**src/logic/reg_sleep_fault_pkg.sv**
```systemverilog
// Package with register map, field layout, reset values and types for the sleep and fault mask bank.
`default_nettype none
// What this block does
// - Sleep behaviour code 00 applies the image voltage while asleep, 01 turns the regulator off, 10 and 11 are reserved.
// - Sleep source code 00 takes the sleep register bit, 01 to 11 take low power lines one to three.
// - Image voltage codes run from 0.9V in 50mV steps to 1.65V at 01111, then from 1.8V in 100mV steps to 3.3V.
// - Image voltage resets to 11100 and both sleep fields reset to 00 from fixed defaults.
// - A mask bit at 1 blocks its source's fault from the active-low fault output, at 0 it lets it through.
// - Mask bit 15 covers the current-limit switch.
// - Mask bits 8 to 11 cover regulators one to four.
// - Mask bits 0 to 5 cover converters one to six.
// - All mask bits reset to 0.
// - Writes to the oscillator fuse-load bit take effect only while the security key is open.
// - The security key register must hold 0013h to open protected writes and resets to zero.
package reg_sleep_fault_pkg;
  localparam logic [7:0]  ADDR_SLEEP    = 8'hd3;
  localparam logic [7:0]  ADDR_MASK     = 8'hd7;
  localparam logic [7:0]  ADDR_BANDGAP  = 8'hd8;
  localparam logic [7:0]  ADDR_OSC      = 8'hd9;
  localparam logic [7:0]  ADDR_KEY      = 8'hdb;
  localparam logic [15:0] KEY_OPEN      = 16'h0013;
  localparam logic [15:0] KEY_RESET     = 16'h0000;
  localparam logic [4:0]  VIMG_RESET    = 5'h1c;
  localparam logic [1:0]  BEHAV_RESET   = 2'h0;
  localparam logic [1:0]  SRC_RESET     = 2'h0;
  localparam logic [15:0] MASK_RESET    = 16'h0000;
  localparam logic [15:0] MASK_USED     = 16'h8f3f;
  localparam int          FUSE_BIT      = 15;
  localparam int          LS_BIT        = 15;
  localparam int          BEHAV_LO      = 12;
  localparam int          SRC_LO        = 8;
  localparam int          VIMG_LO       = 0;
  localparam int          LDO_LO        = 8;
  localparam int          DC_LO         = 0;
  localparam logic [1:0]  BEHAV_IMAGE   = 2'h0;
  localparam logic [1:0]  BEHAV_OFF     = 2'h1;
  localparam logic [1:0]  SRC_REGBIT    = 2'h0;
  localparam logic [1:0]  SRC_LINE1     = 2'h1;
  localparam logic [1:0]  SRC_LINE2     = 2'h2;
  localparam logic [1:0]  SRC_LINE3     = 2'h3;

  // Register read or write request from the control interface.
  typedef struct packed {
    logic        wr;
    logic        rd;
    logic [7:0]  addr;
    logic [15:0] wdata;
  } reg_req_t;

  // Raw fault inputs grouped by source kind.
  typedef struct packed {
    logic       limit_switch;
    logic [3:0] regulator;
    logic [5:0] converter;
  } fault_in_t;

  // Regulator-4 sleep state as seen by the analog side.
  typedef enum logic [1:0] {
    REG4_NORMAL,
    REG4_IMAGE,
    REG4_OFF
  } reg4_state_t;
endpackage
`default_nettype wire

```
**src/logic/reg_sleep_fault.sv**
```systemverilog
// Register bank for regulator-4 sleep settings, supply fault masks and trim fuse load bits.
`default_nettype none
module reg_sleep_fault
  import reg_sleep_fault_pkg::*;
(
  input  wire logic        mclk_i,
  input  wire logic        reset_n_i,
  input  wire reg_req_t    req_i,
  input  wire fault_in_t   fault_i,
  input  wire logic        sleep_reg_bit_i,
  input  wire logic        low_power_line_one_i,
  input  wire logic        low_power_line_two_i,
  input  wire logic        low_power_line_three_i,
  output var  logic [15:0] rdata_o,
  output var  logic        supply_fault_n_o,
  output var  reg4_state_t reg4_state_o,
  output var  logic [4:0]  regulator4_image_voltage_o,
  output var  logic        bandgap_fuse_load_o,
  output var  logic        oscillator_fuse_load_o
);

  // ----------------------------------------
  // Functions
  // ----------------------------------------

  // Gives the image voltage in millivolts for a five-bit code.
  function automatic logic [11:0] image_mv(input logic [4:0] code);
    logic [11:0] mv;
    if (!code[4])
      mv = 12'(900 + 50 * int'(code[3:0]));
    else
      mv = 12'(1800 + 100 * int'(code[3:0]));
    return mv;
  endfunction

  // ----------------------------------------
  // Register state
  // ----------------------------------------

  logic [1:0]  regulator4_sleep_behaviour_reg;
  logic [1:0]  regulator4_sleep_behaviour_next;
  logic [1:0]  regulator4_sleep_source_reg;
  logic [1:0]  regulator4_sleep_source_next;
  logic [4:0]  regulator4_image_voltage_reg;
  logic [4:0]  regulator4_image_voltage_next;
  logic [15:0] mask_reg;
  logic [15:0] mask_next;
  logic        bandgap_fuse_load_reg;
  logic        bandgap_fuse_load_next;
  logic        oscillator_fuse_load_reg;
  logic        oscillator_fuse_load_next;
  logic [15:0] key_reg;
  logic [15:0] key_next;
  logic [15:0] rdata_reg;
  logic [15:0] rdata_next;
  logic        key_open;

  assign key_open = (key_reg == KEY_OPEN);

  // Computes register updates from writes and the read data from reads.
  always_comb
  begin
    regulator4_sleep_behaviour_next = regulator4_sleep_behaviour_reg;
    regulator4_sleep_source_next    = regulator4_sleep_source_reg;
    regulator4_image_voltage_next   = regulator4_image_voltage_reg;
    mask_next                       = mask_reg;
    bandgap_fuse_load_next          = bandgap_fuse_load_reg;
    oscillator_fuse_load_next       = oscillator_fuse_load_reg;
    key_next                        = key_reg;
    rdata_next                      = rdata_reg;
    if (req_i.wr)
    begin
      case (req_i.addr)
        ADDR_SLEEP:
        begin
          regulator4_sleep_behaviour_next = req_i.wdata[BEHAV_LO +: 2];
          regulator4_sleep_source_next    = req_i.wdata[SRC_LO +: 2];
          regulator4_image_voltage_next   = req_i.wdata[VIMG_LO +: 5];
        end
        ADDR_MASK:    mask_next = req_i.wdata & MASK_USED;
        ADDR_BANDGAP: bandgap_fuse_load_next = req_i.wdata[FUSE_BIT];
        ADDR_OSC:
        begin
          if (key_open)
            oscillator_fuse_load_next = req_i.wdata[FUSE_BIT];
        end
        ADDR_KEY:     key_next = req_i.wdata;
        default:      key_next = key_reg;
      endcase
    end
    if (req_i.rd)
    begin
      case (req_i.addr)
        ADDR_SLEEP:
        begin
          rdata_next = '0;
          rdata_next[BEHAV_LO +: 2] = regulator4_sleep_behaviour_reg;
          rdata_next[SRC_LO +: 2]   = regulator4_sleep_source_reg;
          rdata_next[VIMG_LO +: 5]  = regulator4_image_voltage_reg;
        end
        ADDR_MASK:    rdata_next = mask_reg;
        ADDR_BANDGAP: rdata_next = 16'(bandgap_fuse_load_reg) << FUSE_BIT;
        ADDR_OSC:     rdata_next = 16'(oscillator_fuse_load_reg) << FUSE_BIT;
        ADDR_KEY:     rdata_next = key_reg;
        default:      rdata_next = 16'h0000;
      endcase
    end
  end

  // Registers the bank; synchronous reset stands for the power state machine reset.
  always_ff @(posedge mclk_i)
  begin
    if (!reset_n_i)
    begin
      regulator4_sleep_behaviour_reg <= BEHAV_RESET;
      regulator4_sleep_source_reg    <= SRC_RESET;
      regulator4_image_voltage_reg   <= VIMG_RESET;
      mask_reg                       <= MASK_RESET;
      bandgap_fuse_load_reg          <= 1'b0;
      oscillator_fuse_load_reg       <= 1'b0;
      key_reg                        <= KEY_RESET;
      rdata_reg                      <= 16'h0000;
    end
    else
    begin
      regulator4_sleep_behaviour_reg <= regulator4_sleep_behaviour_next;
      regulator4_sleep_source_reg    <= regulator4_sleep_source_next;
      regulator4_image_voltage_reg   <= regulator4_image_voltage_next;
      mask_reg                       <= mask_next;
      bandgap_fuse_load_reg          <= bandgap_fuse_load_next;
      oscillator_fuse_load_reg       <= oscillator_fuse_load_next;
      key_reg                        <= key_next;
      rdata_reg                      <= rdata_next;
    end
  end

  // ----------------------------------------
  // Sleep control and fault output
  // ----------------------------------------

  logic        sleep_active;
  reg4_state_t reg4_state_reg;
  reg4_state_t reg4_state_next;
  logic        fault_n_reg;
  logic        fault_n_next;
  logic [15:0] fault_vec;

  // Selects the sleep source and picks the regulator state.
  always_comb
  begin
    case (regulator4_sleep_source_reg)
      SRC_REGBIT: sleep_active = sleep_reg_bit_i;
      SRC_LINE1:  sleep_active = low_power_line_one_i;
      SRC_LINE2:  sleep_active = low_power_line_two_i;
      SRC_LINE3:  sleep_active = low_power_line_three_i;
      default:    sleep_active = 1'b0;
    endcase
    if (!sleep_active)
      reg4_state_next = REG4_NORMAL;
    else if (regulator4_sleep_behaviour_reg == BEHAV_OFF)
      reg4_state_next = REG4_OFF;
    else if (regulator4_sleep_behaviour_reg == BEHAV_IMAGE)
      reg4_state_next = REG4_IMAGE;
    else
      reg4_state_next = REG4_NORMAL;
  end

  // Places each fault at its mask bit and drives the active-low output.
  always_comb
  begin
    fault_vec                   = 16'h0000;
    fault_vec[LS_BIT]           = fault_i.limit_switch;
    fault_vec[LDO_LO +: 4]      = fault_i.regulator;
    fault_vec[DC_LO +: 6]       = fault_i.converter;
    fault_n_next = ~|(fault_vec & ~mask_reg);
  end

  // Registers the outputs of the control path.
  always_ff @(posedge mclk_i)
  begin
    if (!reset_n_i)
    begin
      reg4_state_reg <= REG4_NORMAL;
      fault_n_reg    <= 1'b1;
    end
    else
    begin
      reg4_state_reg <= reg4_state_next;
      fault_n_reg    <= fault_n_next;
    end
  end

  assign rdata_o                    = rdata_reg;
  assign supply_fault_n_o           = fault_n_reg;
  assign reg4_state_o               = reg4_state_reg;
  assign regulator4_image_voltage_o = regulator4_image_voltage_reg;
  assign bandgap_fuse_load_o        = bandgap_fuse_load_reg;
  assign oscillator_fuse_load_o     = oscillator_fuse_load_reg;

  // ----------------------------------------
  // Assertions
  // ----------------------------------------

  logic [11:0] mv_check;
  assign mv_check = image_mv(regulator4_image_voltage_reg);

  property p_behav_off;
    @(posedge mclk_i) disable iff (!reset_n_i)
      (sleep_active && regulator4_sleep_behaviour_reg == BEHAV_OFF) |=> (reg4_state_o == REG4_OFF);
  endproperty
  a_behav_off: assert property (p_behav_off) else $error("Sleep off behaviour not applied.");

  property p_src_line1;
    @(posedge mclk_i) disable iff (!reset_n_i)
      (regulator4_sleep_source_reg == SRC_LINE1 && low_power_line_one_i
       && regulator4_sleep_behaviour_reg == BEHAV_IMAGE) |=> (reg4_state_o == REG4_IMAGE);
  endproperty
  a_src_line1: assert property (p_src_line1) else $error("Line one did not trigger sleep.");

  property p_vimg_range;
    @(posedge mclk_i) disable iff (!reset_n_i)
      (regulator4_image_voltage_reg == 5'h0f) |-> (mv_check == 12'h672);
  endproperty
  a_vimg_range: assert property (p_vimg_range) else $error("Image voltage code map wrong.");

  property p_reset_vals;
    @(posedge mclk_i) !reset_n_i |=> (regulator4_image_voltage_o == VIMG_RESET && key_reg == KEY_RESET);
  endproperty
  a_reset_vals: assert property (p_reset_vals) else $error("Reset values wrong.");

  property p_mask_blocks;
    @(posedge mclk_i) disable iff (!reset_n_i)
      (fault_i.limit_switch && mask_reg[LS_BIT] && (fault_i.regulator & ~mask_reg[LDO_LO +: 4]) == 4'h0
       && (fault_i.converter & ~mask_reg[DC_LO +: 6]) == 6'h00) |=> supply_fault_n_o;
  endproperty
  a_mask_blocks: assert property (p_mask_blocks) else $error("Masked fault reached the output.");

  property p_unmasked;
    @(posedge mclk_i) disable iff (!reset_n_i)
      ((fault_i.converter[0] && !mask_reg[DC_LO]) || (fault_i.regulator[3] && !mask_reg[LDO_LO + 3]))
      |=> !supply_fault_n_o;
  endproperty
  a_unmasked: assert property (p_unmasked) else $error("Unmasked fault not shown.");

  property p_osc_locked;
    @(posedge mclk_i) disable iff (!reset_n_i)
      (req_i.wr && req_i.addr == ADDR_OSC && !key_open) |=> $stable(oscillator_fuse_load_o);
  endproperty
  a_osc_locked: assert property (p_osc_locked) else $error("Locked write changed osc fuse bit.");

  property p_wake;
    @(posedge mclk_i) disable iff (!reset_n_i)
      !sleep_active |=> (reg4_state_o == REG4_NORMAL);
  endproperty
  a_wake: assert property (p_wake) else $error("Regulator did not return to normal.");

  property p_image_state;
    @(posedge mclk_i) disable iff (!reset_n_i)
      (sleep_active && regulator4_sleep_behaviour_reg == BEHAV_IMAGE) |=> (reg4_state_o == REG4_IMAGE);
  endproperty
  a_image_state: assert property (p_image_state) else $error("Sleep image behaviour not applied.");

  property p_reg_masked;
    @(posedge mclk_i) disable iff (!reset_n_i)
      (fault_i.regulator != 4'h0 && (fault_i.regulator & ~mask_reg[LDO_LO +: 4]) == 4'h0
       && !fault_i.limit_switch && fault_i.converter == 6'h00) |=> supply_fault_n_o;
  endproperty
  a_reg_masked: assert property (p_reg_masked) else $error("Masked regulator fault reached the output.");

  property p_conv_masked;
    @(posedge mclk_i) disable iff (!reset_n_i)
      (fault_i.converter != 6'h00 && (fault_i.converter & ~mask_reg[DC_LO +: 6]) == 6'h00
       && !fault_i.limit_switch && fault_i.regulator == 4'h0) |=> supply_fault_n_o;
  endproperty
  a_conv_masked: assert property (p_conv_masked) else $error("Masked converter fault reached the output.");

  property p_mask_reset;
    @(posedge mclk_i) !reset_n_i |=> (mask_reg == MASK_RESET && supply_fault_n_o);
  endproperty
  a_mask_reset: assert property (p_mask_reset) else $error("Fault masks not cleared by reset.");

  property p_osc_open;
    @(posedge mclk_i) disable iff (!reset_n_i)
      (req_i.wr && req_i.addr == ADDR_OSC && key_open)
      |=> (oscillator_fuse_load_o == $past(req_i.wdata[FUSE_BIT]));
  endproperty
  a_osc_open: assert property (p_osc_open) else $error("Open key did not pass osc fuse write.");

  property p_vimg_write;
    @(posedge mclk_i) disable iff (!reset_n_i)
      (req_i.wr && req_i.addr == ADDR_SLEEP)
      |=> (regulator4_image_voltage_o == $past(req_i.wdata[VIMG_LO +: 5]));
  endproperty
  a_vimg_write: assert property (p_vimg_write) else $error("Image voltage write not stored.");

  property p_bg_write;
    @(posedge mclk_i) disable iff (!reset_n_i)
      (req_i.wr && req_i.addr == ADDR_BANDGAP)
      |=> (bandgap_fuse_load_o == $past(req_i.wdata[FUSE_BIT]));
  endproperty
  a_bg_write: assert property (p_bg_write) else $error("Bandgap fuse write not stored.");

  c_sleep_off:  cover property (@(posedge mclk_i) reg4_state_o == REG4_OFF);
  c_sleep_img:  cover property (@(posedge mclk_i) reg4_state_o == REG4_IMAGE);
  c_fault:      cover property (@(posedge mclk_i) !supply_fault_n_o);
  c_osc_write:  cover property (@(posedge mclk_i) oscillator_fuse_load_o);

endmodule // reg_sleep_fault
`default_nettype wire

```
**config.mk**
```make
export PLATFORM = sky130hd
export DESIGN_NAME = reg_sleep_fault
export DESIGN_NICKNAME = d
export VERILOG_FILES = /design/src/logic/reg_sleep_fault_pkg.sv /design/src/logic/reg_sleep_fault.sv
export SDC_FILE = /design/constraint.sdc
export NUM_CORES = 1
export LEC_CHECK = 0
export BUFFER_PORTS_ARGS = -buffer_cell sky130_fd_sc_hd__buf_2
export CAP_MARGIN = 15
export CORE_MARGIN = 10
export CORE_UTILIZATION = 40
export CTS_CLUSTER_SIZE = 40
export DETAILED_ROUTE_END_ITERATION = 12
export PLACE_DENSITY = 0.61
export SLEW_MARGIN = 5
export SYNTH_ARGS = -nofsm -noshare
export SYNTH_HDL_FRONTEND = slang
export SYNTH_SLANG_ARGS = --single-unit
```
**constraint.sdc**
```tcl
create_clock -name mclk_i -period 3.6 [get_ports mclk_i]
set_input_delay 0.36 -clock mclk_i [delete_from_list [all_inputs] [get_ports mclk_i]]
set_output_delay 0.36 -clock mclk_i [all_outputs]
set_load 0.1 [all_outputs]
```
==> impl_metrics.env, run 1 <==
export IMPL_status="complete, no violations"
export IMPL_r2r_start="key_reg[4]"
export IMPL_gp_routability_congestion=0.795
export IMPL_whs_path_depth=3
export IMPL_path_clk_slew_ns=0.06
export IMPL_synthMuxAreaShare_pct=7.06
export IMPL_synth_top_family_by_area="simple AND/OR/NAND/NOR gates"
export IMPL_place_ws_ns=1.43
export IMPL_syn_area_per_cell_sq_um=8.61
export IMPL_antenna_found_initial=0
export IMPL_ys_types=39
export IMPL_hold_path_startpoint="req_i[2]"
export IMPL_ctsResizeCount=0
export IMPL_synth_compound_area_share_pct=19.1
export IMPL_firstDrtPassIters=4
export IMPL_synth_edf_count=0
export IMPL_slowest_stage="nand4_1"
export IMPL_fin_skew_ns=0.00846
export IMPL_layout_common_cells="buf_2, dfxtp_1, nand2_1"
export IMPL_crit_fanout=22
export IMPL_wirelength_um=6510
export IMPL_vias_per_cell=5.10
export IMPL_nFillCells=617
export IMPL_rsz0062_at_grt="no"
export IMPL_cts_hold_buf=0
export IMPL_ys_seq_area_share_pct=46.6
export IMPL_grt_first_pass_wirelength_um=11000
export IMPL_relSlewSlack_pct=44.9
export IMPL_insertion_delay_ns=0.34
export IMPL_critPathKind="in -> reg"
export IMPL_clock_path_buffers=2
export IMPL_grt_pass1_vias=2199
export IMPL_finalNetCount=390
export IMPL_finalSetupViolations=0
export IMPL_power_total_uw=1250
export IMPL_final_antenna_net_count=0
export IMPL_required_ns=3.82
export IMPL_cpPeakStageDelay_ns=0.67
export IMPL_grt_max_degree=61
export IMPL_wl_per_cell_um=15.2
export IMPL_layout_commonest_cell="buf_2"
export IMPL_die_area_sq_mm=0.00964
export IMPL_cp_top_family="simple AND/OR/NAND/NOR gates"
export IMPL_min_path_type="in -> reg"
export IMPL_min_period_ns=1.81
export IMPL_row_count=28
export IMPL_drv_slew=0
export IMPL_path_cells="buf_2 -> nor2b_1 -> nand4_1 -> a31o_2"
export IMPL_synth_area_sq_mm=0.00245
export IMPL_synth_xor_area_share_pct=0
export IMPL_cts_tree="yes"
export IMPL_ir_drop_mv=0.201
export IMPL_syn_inst=284
export IMPL_synthSimpleGateAreaFrac_pct=22.8
export IMPL_worst_pin_slew_ns=0.825
export IMPL_grt_use_total_pct=13.9
export IMPL_max_freq_mhz=551
export IMPL_cts_sinks=57
export IMPL_cellLeakagePower_uw=0.00128
export IMPL_cp_arrival_ns=2.04
export IMPL_root_buffer="clkbuf_8"
export IMPL_cp_depth=4
export IMPL_vias=2179
export IMPL_ios=69
export IMPL_final_setup_worst_slack_ns=1.79
export IMPL_yosysWarningCount=0
export IMPL_synthArstFlopShare_pct=0
export IMPL_hpwl_um=4860
export IMPL_core_area_sq_mm=0.00592
export IMPL_grt_overflow=0
export IMPL_hold_viol=0
export IMPL_drive_gt1_share_pct=31.0
export IMPL_critPathBufInv=1
export IMPL_num_antenna_cells=0
export IMPL_drt_iter0_drc=128
export IMPL_post_route_period_util_pct=50.4
export IMPL_synth_seq_cells=57
export IMPL_port_buffers=68
export IMPL_area_delta_synth_final_pct=22.4
export IMPL_drc=0
export IMPL_synth_adder_area_share_pct=0
export IMPL_worstRegToRegCells=4
export IMPL_startpoint="req_i[18]"
export IMPL_critPathLaunchType="primary input"
export IMPL_synth_ff_type="dfxtp_1"
export IMPL_cp_end_kind="register"
export IMPL_start_util_pct=41.3
export IMPL_cap_violations=0
export IMPL_powerDensity_mw_per_mm2=418
export IMPL_syn_num_nets=327
export IMPL_htreeDepth=3
export IMPL_die_h_um=98.2
export IMPL_fin_tns_setup_ns=0
export IMPL_post_cts_buffers=0
export IMPL_die_w_um=98.2
export IMPL_numCtsBuffers=9
where the power goes:
part	internal [uW]	switching (uW)	leakage, uW
sequential	632	0.690	0.000460
combinational	32.3	53.4	0.000723
clock	284	249	0.0000932
total	949	303	0.00128
cells in the mapped netlist (2+ instances only):
library cell	instances	area [sq um]
inv_1	8	30.0
nand3_1	17	85.1
nand2b_1	7	43.8
nor2_1	32	120
a21boi_0	3	22.5
o21ai_1	7	35.0
a22oi_1	3	22.5
clkbuf_1	12	45.0
o21ai_0	18	90.1
buf_2	4	20.0
mux2i_1	15	150
nor2b_1	7	43.8
dfxtp_1	57	1140
a21oi_1	9	45.0
nor4_1	3	18.8
o31ai_2	2	25.0
nand2_1	35	131
a31o_2	20	175
nand4_1	4	25.0
nor3_1	2	10.0
worst reg2reg max path, cell delays in order (launching register included):
cell	delay [ns]
dfxtp_1	0.38
nor4b_1	0.27
nand3_1	0.14
nor3_1	0.24
mux2i_1	0.20
cells by family (layout without fill, tap and decap cells):
kind of cell / Yosys count / after routing
buffers and inverters: 26 / 94
AOI/OAI and AO/OA: 68 / 68
and+or+nand+nor: 117 / 117
DFF: 57 / 57
muxes: 16 / 16
routing by layer:
layer / vias up / global-route usage, % / wire [um]
met5: - / 0 / 0
met4: 0 / 6.95 / 104
met3: 12 / 4.44 / 447
met2: 62 / 19.2 / 2660
met1: 972 / 18.9 / 3290
li1: 1133 / - / -
final cells by class:
class                      count  area (sq um)  area share (%)
tap                           75          93.8            3.14
timing repair buffer          70           355            11.9
clock buffer                  13           159            5.31
clock inverter                 3          15.0           0.502
inverter                       8          30.0            1.00
sequential                    57          1140            38.1
multi-input combinational    201          1200            40.1
path summary, 6_finish.rpt:
check                                                endpoint  slack [ns]
worst min-delay path            regulator4_image_voltage_o[2]        0.25
worst min register to register                     rdata_o[4]        0.45
worst max-delay path                              mask_reg[3]        1.79
worst max register to register         oscillator_fuse_load_o        2.30
through the flow:
stage          instances  hold WS (ns)  area (sq um)  util, %
5_1_grt              427         0.269          2990     50.5
3_5_place_dp         411         0.443          2820     47.6
2_1_floorplan        284         0.425          2450        -
3_3_place_gp         411         0.435          2820     47.6
4_1_cts              427         0.245          2990     50.5
6_report             427         0.248          2990     50.5
Note: power is estimated with default switching activity, not from simulation.
==> run 2: changes to the inputs <==
--- a/config.mk
+++ b/config.mk
@@ -11,7 +11,7 @@
 export CORE_UTILIZATION = 40
 export CTS_CLUSTER_SIZE = 40
 export DETAILED_ROUTE_END_ITERATION = 12
-export PLACE_DENSITY = 0.61
+export PLACE_DENSITY = 0.63
 export SLEW_MARGIN = 5
 export SYNTH_ARGS = -nofsm -noshare
 export SYNTH_HDL_FRONTEND = slang
==> constraint.sdc (replaced) <==
create_clock -name mclk_i -period 1.5 [get_ports mclk_i]
set_input_delay 0.15 -clock mclk_i [delete_from_list [all_inputs] [get_ports mclk_i]]
set_output_delay 0.15 -clock mclk_i [all_outputs]
set_load 0.1 [all_outputs]
==> impl_metrics.env, run 2 (synthesis gave the netlist of run 1 again) <==
export IMPL_status="complete, no violations"
export IMPL_grt_max_degree=61
export IMPL_ctsResizeCount=0
export IMPL_whs_path_depth=3
export IMPL_min_path_type="in -> reg"
export IMPL_core_area_sq_mm=0.00592
export IMPL_drc=0
export IMPL_rsz0062_at_grt="no"
export IMPL_final_antenna_net_count=0
export IMPL_met3_usage_pct=5.57
export IMPL_worst_pin_slew_ns=0.490
export IMPL_cts_tree="yes"
export IMPL_cellLeakagePower_uw=0.00137
export IMPL_required_ns=1.76
export IMPL_cp_top_family="compound AO/OA/AOI/OAI gates"
export IMPL_path_cells="nor2b_1 -> a2111oi_0 -> o2111ai_1 -> o21ai_0"
export IMPL_ir_drop_mv=0.729
export IMPL_firstDrtPassIters=4
export IMPL_path_clk_slew_ns=0.06
export IMPL_grt_util_met1_pct=17.8
export IMPL_start_util_pct=41.3
export IMPL_fin_skew_ns=0.00460
export IMPL_startpoint="mask_reg[11]"
export IMPL_met2_usage_pct=19.2
export IMPL_stdcell_count=438
export IMPL_wl_per_cell_um=14.9
export IMPL_dp_cells=422
export IMPL_worstRegToRegCells=4
export IMPL_area_delta_synth_final_pct=29.5
export IMPL_row_count=28
export IMPL_finalNetCount=401
export IMPL_grt_overflow=0
export IMPL_cp_depth=4
export IMPL_wirelength_um=6540
export IMPL_vias_per_cell=5.17
export IMPL_relSlewSlack_pct=67.6
export IMPL_fin_hold_ws_ns=0.0427
export IMPL_drive_gt1_share_pct=33.6
export IMPL_drt_iter0_drc=91
export IMPL_numCtsBuffers=9
export IMPL_die_w_um=98.2
export IMPL_post_route_period_util_pct=92.7
export IMPL_hpwl_um=4930
export IMPL_vias=2265
export IMPL_grt_pass1_vias=2181
export IMPL_slowest_stage="a2111oi_0"
export IMPL_insertion_delay_ns=0.33
export IMPL_gp_routability_congestion=0.776
export IMPL_hold_viol=0
export IMPL_cts_hold_buf=0
export IMPL_cts_sinks=57
export IMPL_layout_commonest_cell="buf_2"
export IMPL_root_buffer="clkbuf_8"
export IMPL_cap_violations=0
export IMPL_die_h_um=98.2
export IMPL_crit_fanout=3
export IMPL_layout_common_cells="buf_2, dfxtp_1, nand2_1"
export IMPL_nFillCells=607
export IMPL_r2r_start="mask_reg[11]"
export IMPL_critPathBufInv=0
export IMPL_finalSetupViolations=0
export IMPL_num_antenna_cells=0
export IMPL_htreeDepth=3
export IMPL_cp_arrival_ns=1.65
export IMPL_grt_busiest_layer="met2"
export IMPL_critPathLaunchType="register"
export IMPL_cpPeakStageDelay_ns=0.41
export IMPL_max_freq_mhz=719
export IMPL_powerDensity_mw_per_mm2=1020
export IMPL_clock_path_buffers=2
export IMPL_grt_use_total_pct=13.5
export IMPL_critPathKind="reg -> reg"
export IMPL_drv_slew=0
export IMPL_cp_end_kind="register"
export IMPL_min_period_ns=1.39
export IMPL_port_buffers=68
export IMPL_hold_path_startpoint="req_i[4]"
export IMPL_ios=69
export IMPL_grt_first_pass_wirelength_um=10700
export IMPL_die_area_sq_mm=0.00964
export IMPL_post_cts_buffers=0
export IMPL_antenna_found_initial=0
==> run 2: cell count changes in the layout (fill, tap and decap cells not counted), sizes merged <==
cell    before  now
bufinv       0    1
clkbuf      13   14
buf         70   81
clkinv       3    1
==> run 2: worst register-to-register path, delay by kind of cell (launching register included) <==
family,cells,cell delay (ns)
AO/OA/AOI/OAI,3,0.86
AND/OR/NAND/NOR,1,0.06
flip-flops,1,0.39
==> run 2: stage by stage <==
stage | TNS (ns) | power, uW | worst slack, ns | instance area, sq um | utilization [%]
2_1_floorplan | 0 | 1680 | 0.0750 | 2450 | -
3_3_place_gp | 0 | 1780 | 0.0266 | 2950 | 49.9
3_5_place_dp | -0.00310 | 1780 | -0.00310 | 2950 | 49.9
4_1_cts | 0 | 3260 | 0.146 | 3160 | 53.4
5_1_grt | 0 | 3360 | 0.0296 | 3170 | 53.5
6_report | 0 | 3220 | 0.109 | 3170 | 53.5
==> run 2: cell type report <==
| type | instances | area, sq um | share of cell area, % |
|---|---|---|---|
| clock inverters | 2 | 35.0 | 1.11 |
| flip-flops and latches | 57 | 1140 | 36.1 |
| inverters | 8 | 30.0 | 0.948 |
| well taps | 75 | 93.8 | 2.96 |
| repair buffers | 81 | 488 | 15.4 |
| multi-input cells | 201 | 1200 | 38.0 |
| clock buffers | 14 | 173 | 5.45 |
==> run 2: path summary, 6_finish.rpt <==
path                              endpoint  slack, ns
max                       supply_fault_n_o       0.11
min          regulator4_image_voltage_o[4]       0.04
max reg2reg               supply_fault_n_o       0.11
min reg2reg                     rdata_o[5]       0.45
==> run 2: power breakdown <==
part	switching (uW)	total [uW]	internal (uW)
registers	1.67	1520	1520
clock network	578	1480	902
logic	132	225	92.8
total	711	3220	2510
==> run 2: per-layer routing <==
layer | share of wire [%] | up-vias
met3 | 6.8 | 8
met1 | 49 | 1037
met2 | 42 | 65
met4 | 1.4 | 0
li1 | - | 1155
met5 | 0 | -
